## config.mk

```make
export PLATFORM = sky130hd
export DESIGN_NAME = hkadc_sequencer
export DESIGN_NICKNAME = d
export VERILOG_FILES = /design/src/common/hkadc_pkg.sv /design/src/rtl/hkadc_sequencer.sv
export VERILOG_INCLUDE_DIRS = /design/src /design/src/common
export SDC_FILE = /design/constraint.sdc
export NUM_CORES = 1
export LEC_CHECK = 0
export BUFFER_PORTS_ARGS = -buffer_cell sky130_fd_sc_hd__buf_2
export CAP_MARGIN = 20
export CELL_PAD_IN_SITES_DETAIL_PLACEMENT = 1
export CELL_PAD_IN_SITES_GLOBAL_PLACEMENT = 2
export CORE_MARGIN = 3
export CORE_UTILIZATION = 43
export CTS_BUF_LIST = sky130_fd_sc_hd__clkbuf_8
export CTS_CLUSTER_DIAMETER = 30
export DETAILED_ROUTE_END_ITERATION = 16
export PLACE_DENSITY_LB_ADDON = 0.12
export SYNTH_ARGS = -nofsm -noshare
export SYNTH_HDL_FRONTEND = slang
export SYNTH_SLANG_ARGS = --single-unit
```

## constraint.sdc

```tcl
create_clock -name mclk_in -period 12 [get_ports mclk_in]
set_input_delay 1.2 -clock mclk_in [delete_from_list [all_inputs] [get_ports mclk_in]]
set_output_delay 1.2 -clock mclk_in [all_outputs]
set_load 0.02 [all_outputs]
```

## src/common/hkadc_cfg.svh

```systemverilog
// Purpose: Addresses, field positions, codes and timing of the housekeeping converter sequencer.
// Assumes: Register port addresses are the 8-bit special function register addresses.
// Notes: Definitions only.
`ifndef HKADC_CFG_SVH
`define HKADC_CFG_SVH

// ****************************************
// Register addresses
// ****************************************
`define HKADC_ADDR_TEMP_RESULT 8'hd7
`define HKADC_ADDR_START 8'hd8
`define HKADC_ADDR_BAT_RESULT 8'hdf
`define HKADC_ADDR_PM_ENABLE 8'hec
`define HKADC_ADDR_VSW_RESULT 8'hef
`define HKADC_ADDR_DELTA 8'hf3
`define HKADC_ADDR_PM_FLAGS 8'hf8
`define HKADC_ADDR_INTERVAL 8'hf9
`define HKADC_ADDR_BAT_THRESH 8'hfa

// ****************************************
// Channel numbers, also the start bit positions
// ****************************************
`define HKADC_CH_BAT 0
`define HKADC_CH_TEMP 1
`define HKADC_CH_VSW 2
`define HKADC_START_MASK 8'h07

// ****************************************
// Field layouts and reset values
// ****************************************
`define HKADC_PER_W 2
`define HKADC_DIFF_W 3
`define HKADC_DIFF_VSW_LSB 0
`define HKADC_DIFF_TEMP_LSB 3
`define HKADC_DIFF_NEVER 3'h0
`define HKADC_DIFF_ALWAYS 3'h7
`define HKADC_FLAG_VSW_BIT 0
`define HKADC_FLAG_BAT_BIT 1
`define HKADC_FLAG_MASK 8'h03
`define HKADC_REG_RESET 8'h00
`define HKADC_INTERVAL_CODE1 8'h01
`define HKADC_INTERVAL_CODE2 8'h04
`define HKADC_INTERVAL_CODE3 8'h10
`define HKADC_BAT_LSB_UV 15000

// ****************************************
// Timing
// ****************************************
`define HKADC_CLK_PERIOD_NS 10
`define HKADC_TICK_PERIOD_NS 1000000

`endif

```

## src/common/hkadc_pkg.sv

```systemverilog
// Purpose: Types of the housekeeping converter sequencer.
// Assumes: Constants live in hkadc_cfg.svh.
// Notes: Nothing here is imported; users write hkadc_pkg::name.
package hkadc_pkg;

  typedef enum logic [2:0]
  {
    HKADC_IDLE = 3'b001,
    HKADC_REQ = 3'b010,
    HKADC_CONV = 3'b100
  } hkadc_state_t;

  typedef enum logic [1:0]
  {
    HKADC_FULL_POWER_MODE = 2'h0,
    HKADC_BATTERY_ACTIVE_MODE = 2'h1,
    HKADC_CORE_OFF_SLEEP_MODE = 2'h2
  } hkadc_mode_t;

endpackage

```

## src/rtl/hkadc_sequencer.sv

```systemverilog
// Purpose: Single and background conversions of battery, temperature and supply channels.
// Assumes: Register port and converter handshakes are synchronous to mclk_in.
// Notes: Channel 0 battery, 1 temperature, 2 supply; converter codes are 8 bits each.
// Notes on behaviour
// - No background temperature conversion until a temperature interval is programmed.
// - Background temperature result interrupts only when change exceeds temperature delta, when delta code is 7, or when no result has loaded yet.
// - Temperature start bit runs one conversion that interrupts on completion.
// - Temperature result loads only when a temperature interrupt is raised.
// - Temperature interrupt has no readable pending flag.
// - Temperature: full power both methods, battery active single, sleep background only.
// - Battery result is an 8-bit code at 15 mV per step.
// - Battery start bit runs one conversion; completion raises battery event with code.
// - Background battery code below threshold sets the low battery flag.
// - Low battery flag drives the monitor interrupt only when its enable is set.
// - Battery result loads only when the low battery flag becomes set.
// - Battery: full power both methods, battery active single, sleep background only.
// - Supply start bit runs one conversion that interrupts with the supply code.
// - No background supply conversion until a supply interval is programmed.
// - Background supply change beyond supply delta sets the supply change flag.
// - Supply change flag drives the monitor interrupt only when its enable is set.
// - Each start bit clears when the converter accepts the request.
// - Battery active mode allows single supply conversions only.
`timescale 1ns/100ps
`include "hkadc_cfg.svh"

module hkadc_sequencer
#(
  parameter int TICK_CYCLES = `HKADC_TICK_PERIOD_NS / `HKADC_CLK_PERIOD_NS,
  parameter int CODE_W = 8
)
(
  input wire logic mclk_in,
  input wire logic sys_rst_in,
  input wire logic [7:0] sfr_addr_in,
  input wire logic sfr_wr_in,
  input wire logic [7:0] sfr_wdata_in,
  output logic [7:0] sfr_rdata_out,
  input wire logic [1:0] power_mode_in,
  output logic [2:0] conv_req_out,
  input wire logic [2:0] conv_ack_in,
  input wire logic [2:0] conv_done_in,
  input wire logic [3*CODE_W-1:0] conv_code_in,
  output logic adc_irq_out,
  output logic psm_irq_out
);

  localparam int TICK_W = $clog2(TICK_CYCLES + 1);

  // ****************************************
  // Registers
  // ****************************************
  logic [7:0] start_reg;
  logic [7:0] pm_enable_reg;
  logic [7:0] delta_reg;
  logic [7:0] flags_reg;
  logic [7:0] interval_reg;
  logic [7:0] bat_thresh_reg;
  logic [CODE_W-1:0] result_reg [3];
  logic [CODE_W-1:0] ref_reg [3];
  logic [2:0] ref_valid_reg;
  logic [2:0] bg_pend_reg;
  logic [2:0] kind_bg_reg;
  logic [7:0] per_cnt_reg [3];
  hkadc_pkg::hkadc_state_t state_reg [3];
  logic [TICK_W-1:0] tick_cnt_reg;
  logic tick_reg;

  // ****************************************
  // Decode
  // ****************************************
  wire wr_start = sfr_wr_in && (sfr_addr_in == `HKADC_ADDR_START);
  wire wr_enable = sfr_wr_in && (sfr_addr_in == `HKADC_ADDR_PM_ENABLE);
  wire wr_delta = sfr_wr_in && (sfr_addr_in == `HKADC_ADDR_DELTA);
  wire wr_flags = sfr_wr_in && (sfr_addr_in == `HKADC_ADDR_PM_FLAGS);
  wire wr_interval = sfr_wr_in && (sfr_addr_in == `HKADC_ADDR_INTERVAL);
  wire wr_thresh = sfr_wr_in && (sfr_addr_in == `HKADC_ADDR_BAT_THRESH);
  wire single_ok = power_mode_in != hkadc_pkg::HKADC_CORE_OFF_SLEEP_MODE;
  wire bg_ok = power_mode_in != hkadc_pkg::HKADC_BATTERY_ACTIVE_MODE;
  wire [2:0] accept_w;
  wire [2:0] done_w;
  wire [2:0] exceed_w;
  wire [2:0] report_w;
  wire [2:0] launch_w;
  wire [CODE_W-1:0] code_w [3];
  wire [CODE_W-1:0] diff_w [3];
  wire [2:0] dcode_w [3];
  assign dcode_w[`HKADC_CH_BAT] = `HKADC_DIFF_NEVER;
  assign dcode_w[`HKADC_CH_TEMP] = delta_reg[`HKADC_DIFF_TEMP_LSB +: `HKADC_DIFF_W];
  assign dcode_w[`HKADC_CH_VSW] = delta_reg[`HKADC_DIFF_VSW_LSB +: `HKADC_DIFF_W];

  // ****************************************
  // Interval tick divider
  // ****************************************
  wire tick_wrap = tick_cnt_reg == TICK_W'(TICK_CYCLES - 1);
  wire [TICK_W-1:0] tick_cnt_next = tick_wrap ? '0 : tick_cnt_reg + TICK_W'(1);

  always_ff @(posedge mclk_in or posedge sys_rst_in)
  begin
    if (sys_rst_in)
    begin
      tick_cnt_reg <= '0;
      tick_reg <= 1'b0;
    end
    else
    begin
      tick_cnt_reg <= tick_cnt_next;
      tick_reg <= tick_wrap;
    end
  end

  // ****************************************
  // Per-channel sequencing
  // ****************************************
  for (genvar ch = 0; ch < 3; ch++)
  begin : g_ch
    wire [`HKADC_PER_W-1:0] per = interval_reg[ch*`HKADC_PER_W +: `HKADC_PER_W];
    wire [7:0] lim = (per == 2'h1) ? `HKADC_INTERVAL_CODE1 :
                     (per == 2'h2) ? `HKADC_INTERVAL_CODE2 : `HKADC_INTERVAL_CODE3;
    wire per_hit = tick_reg && (per != 2'h0) && (per_cnt_reg[ch] + 8'h01 >= lim);
    wire [7:0] per_cnt_next = (per == 2'h0) ? 8'h00 :
                              !tick_reg ? per_cnt_reg[ch] :
                              per_hit ? 8'h00 : per_cnt_reg[ch] + 8'h01;
    wire want_single = start_reg[ch] && single_ok;
    wire idle = state_reg[ch] == hkadc_pkg::HKADC_IDLE;
    wire dc_never = dcode_w[ch] == `HKADC_DIFF_NEVER;
    wire dc_always = dcode_w[ch] == `HKADC_DIFF_ALWAYS;
    assign launch_w[ch] = idle && (want_single || (bg_pend_reg[ch] && bg_ok));
    assign accept_w[ch] = (state_reg[ch] == hkadc_pkg::HKADC_REQ) && conv_ack_in[ch];
    assign done_w[ch] = (state_reg[ch] == hkadc_pkg::HKADC_CONV) && conv_done_in[ch];
    assign code_w[ch] = conv_code_in[ch*CODE_W +: CODE_W];
    assign diff_w[ch] = (code_w[ch] >= ref_reg[ch]) ? code_w[ch] - ref_reg[ch]
                                                     : ref_reg[ch] - code_w[ch];
    assign exceed_w[ch] = !ref_valid_reg[ch] || dc_always ||
                          (!dc_never && (diff_w[ch] > CODE_W'(dcode_w[ch])));
    if (ch == `HKADC_CH_BAT)
    begin : g_bat
      assign report_w[ch] = done_w[ch] &&
                            (!kind_bg_reg[ch] || (code_w[ch] < bat_thresh_reg));
    end
    else
    begin : g_delta
      assign report_w[ch] = done_w[ch] && (!kind_bg_reg[ch] || exceed_w[ch]);
    end

    hkadc_pkg::hkadc_state_t state_next;
    always_comb
    begin
      state_next = state_reg[ch];
      unique case (state_reg[ch])
        hkadc_pkg::HKADC_IDLE:
          if (launch_w[ch])
            state_next = hkadc_pkg::HKADC_REQ;
        hkadc_pkg::HKADC_REQ:
          if (conv_ack_in[ch])
            state_next = hkadc_pkg::HKADC_CONV;
        hkadc_pkg::HKADC_CONV:
          if (conv_done_in[ch])
            state_next = hkadc_pkg::HKADC_IDLE;
        default:
          state_next = hkadc_pkg::HKADC_IDLE;
      endcase
    end

    always_ff @(posedge mclk_in or posedge sys_rst_in)
    begin
      if (sys_rst_in)
      begin
        state_reg[ch] <= hkadc_pkg::HKADC_IDLE;
        kind_bg_reg[ch] <= 1'b0;
        bg_pend_reg[ch] <= 1'b0;
        per_cnt_reg[ch] <= 8'h00;
        result_reg[ch] <= `HKADC_REG_RESET;
        ref_reg[ch] <= `HKADC_REG_RESET;
        ref_valid_reg[ch] <= 1'b0;
      end
      else
      begin
        state_reg[ch] <= state_next;
        per_cnt_reg[ch] <= per_cnt_next;
        if (launch_w[ch])
          kind_bg_reg[ch] <= !want_single;
        if (per_hit)
          bg_pend_reg[ch] <= 1'b1;
        else if (launch_w[ch] && !want_single)
          bg_pend_reg[ch] <= 1'b0;
        if (report_w[ch])
        begin
          result_reg[ch] <= code_w[ch];
          ref_reg[ch] <= code_w[ch];
          ref_valid_reg[ch] <= 1'b1;
        end
      end
    end
  end

  // ****************************************
  // Software registers and flags
  // ****************************************
  wire [7:0] accept_single = {5'h00, accept_w & ~kind_bg_reg};
  wire [7:0] start_next = (start_reg & ~accept_single) |
                          (wr_start ? (sfr_wdata_in & `HKADC_START_MASK) : 8'h00);
  wire [7:0] flag_set = {6'h00, report_w[`HKADC_CH_BAT],
                         report_w[`HKADC_CH_VSW] && kind_bg_reg[`HKADC_CH_VSW]};
  wire [7:0] flags_kept = wr_flags ? (flags_reg & sfr_wdata_in) : flags_reg;
  wire [7:0] flags_next = (flags_kept | flag_set) & `HKADC_FLAG_MASK;
  wire adc_irq_next = report_w[`HKADC_CH_TEMP] ||
                      (report_w[`HKADC_CH_VSW] && !kind_bg_reg[`HKADC_CH_VSW]);
  wire psm_irq_next = |(flags_reg & pm_enable_reg & `HKADC_FLAG_MASK);
  wire [7:0] rdata_next =
    (sfr_addr_in == `HKADC_ADDR_TEMP_RESULT) ? result_reg[`HKADC_CH_TEMP] :
    (sfr_addr_in == `HKADC_ADDR_START) ? start_reg :
    (sfr_addr_in == `HKADC_ADDR_BAT_RESULT) ? result_reg[`HKADC_CH_BAT] :
    (sfr_addr_in == `HKADC_ADDR_PM_ENABLE) ? pm_enable_reg :
    (sfr_addr_in == `HKADC_ADDR_VSW_RESULT) ? result_reg[`HKADC_CH_VSW] :
    (sfr_addr_in == `HKADC_ADDR_DELTA) ? delta_reg :
    (sfr_addr_in == `HKADC_ADDR_PM_FLAGS) ? flags_reg :
    (sfr_addr_in == `HKADC_ADDR_INTERVAL) ? interval_reg :
    (sfr_addr_in == `HKADC_ADDR_BAT_THRESH) ? bat_thresh_reg : 8'h00;

  always_ff @(posedge mclk_in or posedge sys_rst_in)
  begin
    if (sys_rst_in)
    begin
      start_reg <= `HKADC_REG_RESET;
      pm_enable_reg <= `HKADC_REG_RESET;
      delta_reg <= `HKADC_REG_RESET;
      flags_reg <= `HKADC_REG_RESET;
      interval_reg <= `HKADC_REG_RESET;
      bat_thresh_reg <= `HKADC_REG_RESET;
      adc_irq_out <= 1'b0;
      psm_irq_out <= 1'b0;
      sfr_rdata_out <= 8'h00;
      conv_req_out <= 3'h0;
    end
    else
    begin
      start_reg <= start_next;
      if (wr_enable)
        pm_enable_reg <= sfr_wdata_in & `HKADC_FLAG_MASK;
      if (wr_delta)
        delta_reg <= sfr_wdata_in;
      flags_reg <= flags_next;
      if (wr_interval)
        interval_reg <= sfr_wdata_in;
      if (wr_thresh)
        bat_thresh_reg <= sfr_wdata_in;
      adc_irq_out <= adc_irq_next;
      psm_irq_out <= psm_irq_next;
      sfr_rdata_out <= rdata_next;
      conv_req_out <= launch_w | ({3{1'b1}} & ~accept_w & conv_req_out);
    end
  end
endmodule

```

# ---- Word level (Yosys, flattened, before mapping)
# Cells that the tools add are included.
dict set report classes {
  n_eq_ne 38
  muxes 47
  bitwise 11
  n_lt_le_gt_ge 8
  addsub 8
  reduce_logical 76
}
# op n
set ops {}
lappend ops {{two-way mux 8 bit} 20}
lappend ops {{equality test 8 bit, second input constant} 9}
lappend ops {{logical AND 1 bit} 37}
lappend ops {{subtractor 8 bit} 4}
lappend ops {{two-way mux 3 bit} 10}
lappend ops {{two-way mux 5 bit} 6}
lappend ops {{case mux 3 bit (3 select lines)} 3}
lappend ops {{adder 8 x 1 -> 8 bit, second input constant} 3}
lappend ops {{greater-or-equal comparator 8 x 5 -> 1 bit} 3}
lappend ops {{!= test 2 bit, second input constant} 10}
lappend ops {{nonzero test 2 bit} 9}
lappend ops {{adder 17 x 1 -> 17 bit, second input constant} 1}
lappend ops {{equality test 17 bit, second input constant} 1}
lappend ops {{two-way mux 17 bit} 1}
lappend ops {{greater-or-equal comparator 8 bit} 2}
lappend ops {{> comparator 8 x 3 -> 1 bit} 2}
lappend ops {{equality test 3 bit, second input constant} 5}
lappend ops {{logical OR 1 bit} 11}
lappend ops {{logical NOT 1 bit} 10}
lappend ops {{equality test 3 x 1 -> 1 bit, second input constant} 3}
lappend ops {{equality test 3 x 2 -> 1 bit, second input constant} 3}
lappend ops {{AND reduction 3 bit} 3}
lappend ops {{AND 8 bit} 1}
lappend ops {{< comparator 8 bit} 1}
lappend ops {{other kinds (15)} 30}
dict set report word_totals {
  output_inout_bits 13
  wordCells 217
  reg_bits 132
}

# ---- Longest topological paths before layout
dict set report logic_depth {
  depth_word 10
  ltp_mapped 21
}

# ---- Worst setup path before layout
# No wires, ideal clock.
dict set report synth_timing {
  path_kind {input port to flip-flop}
  start {in conv_code_in[16]}
  end {reg ref_reg[7] (netlist bit)}
  stages 19
  path_buffers 1
  arrival_ns 4.574
  slack_ns 7.299
  t_required_ns 11.872
  cell_sequence {inv_1 ha_1 inv_1 fa_1 nand3_1 nand2_1 a41oi_1 o21a_1 o31ai_1 mux2_2 ha_1 a211oi_1 o21ai_0 a211o_1 nor4_1 a31oi_1 o31a_1 buf_4 mux2_1}
}
dict set report synth_via {
  elab_chain_len 7
}
# item line_no
set synth_lines {}
lappend synth_lines {{start: declaration} hkadc_sequencer.sv:42} ;# input wire logic [3*CODE_W-1:0] conv_code_in,
lappend synth_lines {{subtractor 8 bit, or another cell as far along} hkadc_sequencer.sv:132} ;# : ref_reg[ch] - code_w[ch];
lappend synth_lines {{two-way mux 8 bit *} hkadc_sequencer.sv:131} ;# assign diff_w[ch] = (code_w[ch] >= ref_reg[ch]) ? code_w[ch] - ref_reg[ch]
lappend synth_lines {{> comparator 8 x 3 -> 1 bit *} hkadc_sequencer.sv:134} ;# (!dc_never && (diff_w[ch] > CODE_W'(dcode_w[ch])));
lappend synth_lines {{logical AND 1 bit *} hkadc_sequencer.sv:134}
lappend synth_lines {{logical OR 1 bit *} hkadc_sequencer.sv:133} ;# assign exceed_w[ch] = !ref_valid_reg[ch] || dc_always ||
lappend synth_lines {{logical OR 1 bit *} hkadc_sequencer.sv:142} ;# assign report_w[ch] = done_w[ch] && (!kind_bg_reg[ch] || exceed_w[ch]);
lappend synth_lines {{logical AND 1 bit *} hkadc_sequencer.sv:142}
lappend synth_lines {{end signal: indexed assignment} hkadc_sequencer.sv:173} ;# ref_reg[ch] <= `HKADC_REG_RESET;
lappend synth_lines {{end signal: indexed assignment} hkadc_sequencer.sv:189} ;# ref_reg[ch] <= code_w[ch];
lappend synth_lines {{end: declaration} hkadc_sequencer.sv:59} ;# logic [CODE_W-1:0] ref_reg [3];
# Mark *: on every way between the ends. The rest lies on a longest branch, timed or not.
# A chain may end at the register's enable or synchronous reset.

# ---- Final worst setup path
dict set report layout_timing {
  start {in conv_code_in[19]}
  end {reg ref_reg[7] (netlist bit)}
}
# The elaborated chain is that of the path after synthesis.

==> impl_results.md <==
* Tightest Pin Transition at 1.052 ns
* Final count of negative-setup-slack endpoints at 0
* CP arrival at 5.33 ns
* Leading area contributor after synthesis: dfrtp_1
* DRC at 0
* Slew Limit Fails at 0
* Worst setup EP type: flip-flop
* Number of flip-flops under the largest register name at 24
* Max Cap Viol at 0
* Sequential power share at 47.5%
* Initial Util at 44.25%
* Die area at ~20000 um^2
* Worst Min Path Start: ref_valid_reg[1]$_DFFE_PP0P_
* Syn nets at between 900 and 1k
* Initial antenna violation count at 2
* Hold bufs inserted after CTS at 0
* Slowest CP cell: o31a_1
* Number of global-route vias before repair at 7154
* PD cells at approximately 110 nW/um^2
* Via density at 5.767
* Share of the synthesized area in the top cell type at roughly 39%
* Clock Skews at about 0.013 ns
* Largest net degree at the start of global routing at 77
* Via count at 6597
* Input/output buffers at 63
* Slew headroom at 29.68%
* Clock network latency to the later pin of the worst-skew pair at 0.45 ns
* Post-synth EDFFs at 0
* Crit Path Class: in -> reg
* CP peak stage delay at 0.57 ns
* Fin crit share at 41.58%
* VDD IR max at 0.06671 mV
* Gr usage total at 22.45%
* Dpl hpwl at 16850 um
* FF/Latch Area at 3182 um^2
* Initial DRC count at 329
* Cells along the critical path: buf_2, inv_1, ha_1, nand3_1, nand2_1, a41oi_1, o21a_1, o31ai_1, mux2_2, ha_1, nand3_1, o21ai_0, o21ai_0, a211o_1, nor4_1, a31oi_1, o31a_1, mux2_1
* DRT Wirelength at 21850 um
* RSZ-0062 raised after global routing: no
* Ys async rst share at 100.0%
* Global route total overflow at 0
* CP required at 12.34 ns
* Status: finished clean
* Top Ports at 64
* Wire length per cell at between 15 and 20 um
* Yosys reg bits at 127
* Multi-input gate area at 4506 um^2
* Post-Layout Cell Count at 1144
* Fin nets at 1021
* Synthesized area per cell at 9.627 um^2
* Final non-filler cell area at 8967 um^2
* Synth cell types at 75
* Seq/Total Area, Yosys at 39.49%
* Die W at 142.9 um
* Fmax at approximately 0.20 GHz
* Post-CTS setup buffers at 0
* Worst hold path type: reg -> reg
* Crit path max fanout at 10
* Syn. warnings at 0
* Top post-synthesis cells by area: dfrtp_1 (39%), ha_1 (10%), mux2_2 (5.0%)
* Synth top cells by count: dfrtp_1 (124), inv_1 (72), ha_1 (65), nand2_1 (60), nor2_1 (56)
* CTS sink cnt at 127
* R2R Path Start: ref_reg[3]$_DFFE_PP0P_
* First-pass GRT wire length at 36450 um
* First drt pass iteration count at 4
* Leakage at about 4.3 nW
* NetSw at approximately 290 uW
* R2R cell count at 16
* Die Y at 142.9 um
* Gates resized, CTS repair at 0
* Reg2reg end: ref_reg[7]$_DFFE_PP0P_
* Std cell rows at between 40 and 50
* Hold endpoint: ref_valid_reg[1]$_DFFE_PP0P_
* Synth Instances at 837
* Clock power frac at 37.9%
* Post-Place Cells at 1111
* Clock Root Buffer: clkbuf_8
* DP Area at 8581 um^2
* CTS tree: done
* Final GP Congestion at 0.8481
* H-tree levels at 4
* Num CTS Buffers at 17
* Switching Share at about 29%
* Worst-case clock buffer depth at 2
* Main synth FF type: dfrtp_1
* Cell area after synthesis at roughly 8100 um^2
* Layout cells sized above 1 at between 10% and 20%
* Int Pwr at 693.3 uW
* Area growth from synthesis to layout at 11.29%
* Detail Route Antenna Nets at 0
* Clock slew at reported path FFs at 0.08 ns
* Fin Setup TNS at 0 ns
* Total Power at 981.6 uW
* Fill cell count at 2120
* FF-to-FF setup slack at 7.44 ns
* Startpoint types: input port
* Final hold violation count at 0
* Crit path time final at 4.990 ns
* Core ar. at between 15000 and 20000 um^2
* Worst Hold Depth at 1
* Count leader, synth: dfrtp_1
* Combinational group share of total power at 14.6%
==> routing by layer <==
| layer | part of all wire (%) | wire length (um) | global-route usage, % |
|---|---|---|---|
| met1 | 47 | 10240 | 29.75 |
| met2 | 48 | 10460 | 37.04 |
| met5 | 0.032 | 7 | 0 |
| met4 | 1.8 | 386 | 6.803 |
| met3 | 3.4 | 752 | 4.823 |
==> cell families (layout without fill, tap and decap cells) <==
group	after synthesis	in the layout	share of synthesized area (%)
xor gates and xnor gates	31	31	3.370
muxes	57	57	7.655
AOI/OAI and AO/OA	207	207	17.42
buffers and inverters	93	170	4.596
DFF	127	127	39.49
adders and majority gates	69	69	11.09
and+or+nand+nor	253	253	16.38
other	0	1	0
==> worst max path at each step <==
| stage | from | endpoint | slack, ns | cells past startpoint |
|---|---|---|---|---|
| 3_3_place_gp | conv_code_in[19] | ref_reg[7]$_DFFE_PP0P_ | 6.73 | 18 |
| 4_1_cts | conv_code_in[19] | ref_reg[7]$_DFFE_PP0P_ | 7.06 | 18 |
| 5_1_grt | conv_code_in[19] | ref_reg[7]$_DFFE_PP0P_ | 6.72 | 17 |
| 6_report | conv_code_in[19] | ref_reg[7]$_DFFE_PP0P_ | 7.01 | 18 |
| 3_5_place_dp | conv_code_in[16] | ref_reg[7]$_DFFE_PP0P_ | 6.56 | 20 |
| 2_1_floorplan | conv_code_in[16] | ref_reg[7]$_DFFE_PP0P_ | 7.30 | 19 |
==> placed cells by master (no fill, tap or decap), types with 14 or more instances in the layout <==
cell	count
xnor2_1	15
nor2_1	56
nand2_1	60
buf_2	63
a21o_1	14
nor2b_1	16
nand2b_1	14
nand3_1	30
mux2i_1	20
dfrtp_1	124
ha_1	65
inv_1	73
nor3_1	14
o21ai_0	50
xor2_1	16
o31ai_1	15
a21oi_1	42
clkbuf_8	19
mux2_2	36
==> critical path, delay by kind of cell <==
kind | cells | cell delay [ns]
AND/OR/NAND/NOR | 4 | 0.36
buffers and inverters | 2 | 0.14
AO/OA/AOI/OAI | 8 | 2.08
adder cells (fa/ha/maj) | 2 | 0.75
multiplexers | 2 | 0.79
==> area by class of cell <==
cell class / instances / area share, %
Multi-Input combinational cell: 617 / 50.24
Sequential cell: 127 / 35.48
Timing Repair Buffer: 65 / 3.684
Tap cell: 229 / 3.195
Inverter: 73 / 3.084
Clock buffer: 19 / 2.916
Clock inverter: 13 / 1.367
Antenna cell: 1 / 0.02791
==> through the flow <==
stage,setup WS [ns],utilization [%],hold slack (ns)
floorplan,7.299,-,0.4346
global placement,6.731,47.12,0.4516
detailed placement,6.559,47.12,0.4539
CTS,7.056,49.23,0.4769
global route,6.716,49.25,0.4948
finish,7.010,49.25,0.4793
==> power groups by stage <==
stage	Combinational, mW	Sequential [mW]	Clock [mW]
5_1_grt	0.164	0.469	0.401
3_5_place_dp	0.144	0.474	0
4_1_cts	0.145	0.466	0.382
2_1_floorplan	0.0946	0.471	0
6_report	0.144	0.466	0.372
3_3_place_gp	0.138	0.474	0
(Power assumes the default switching activity.)
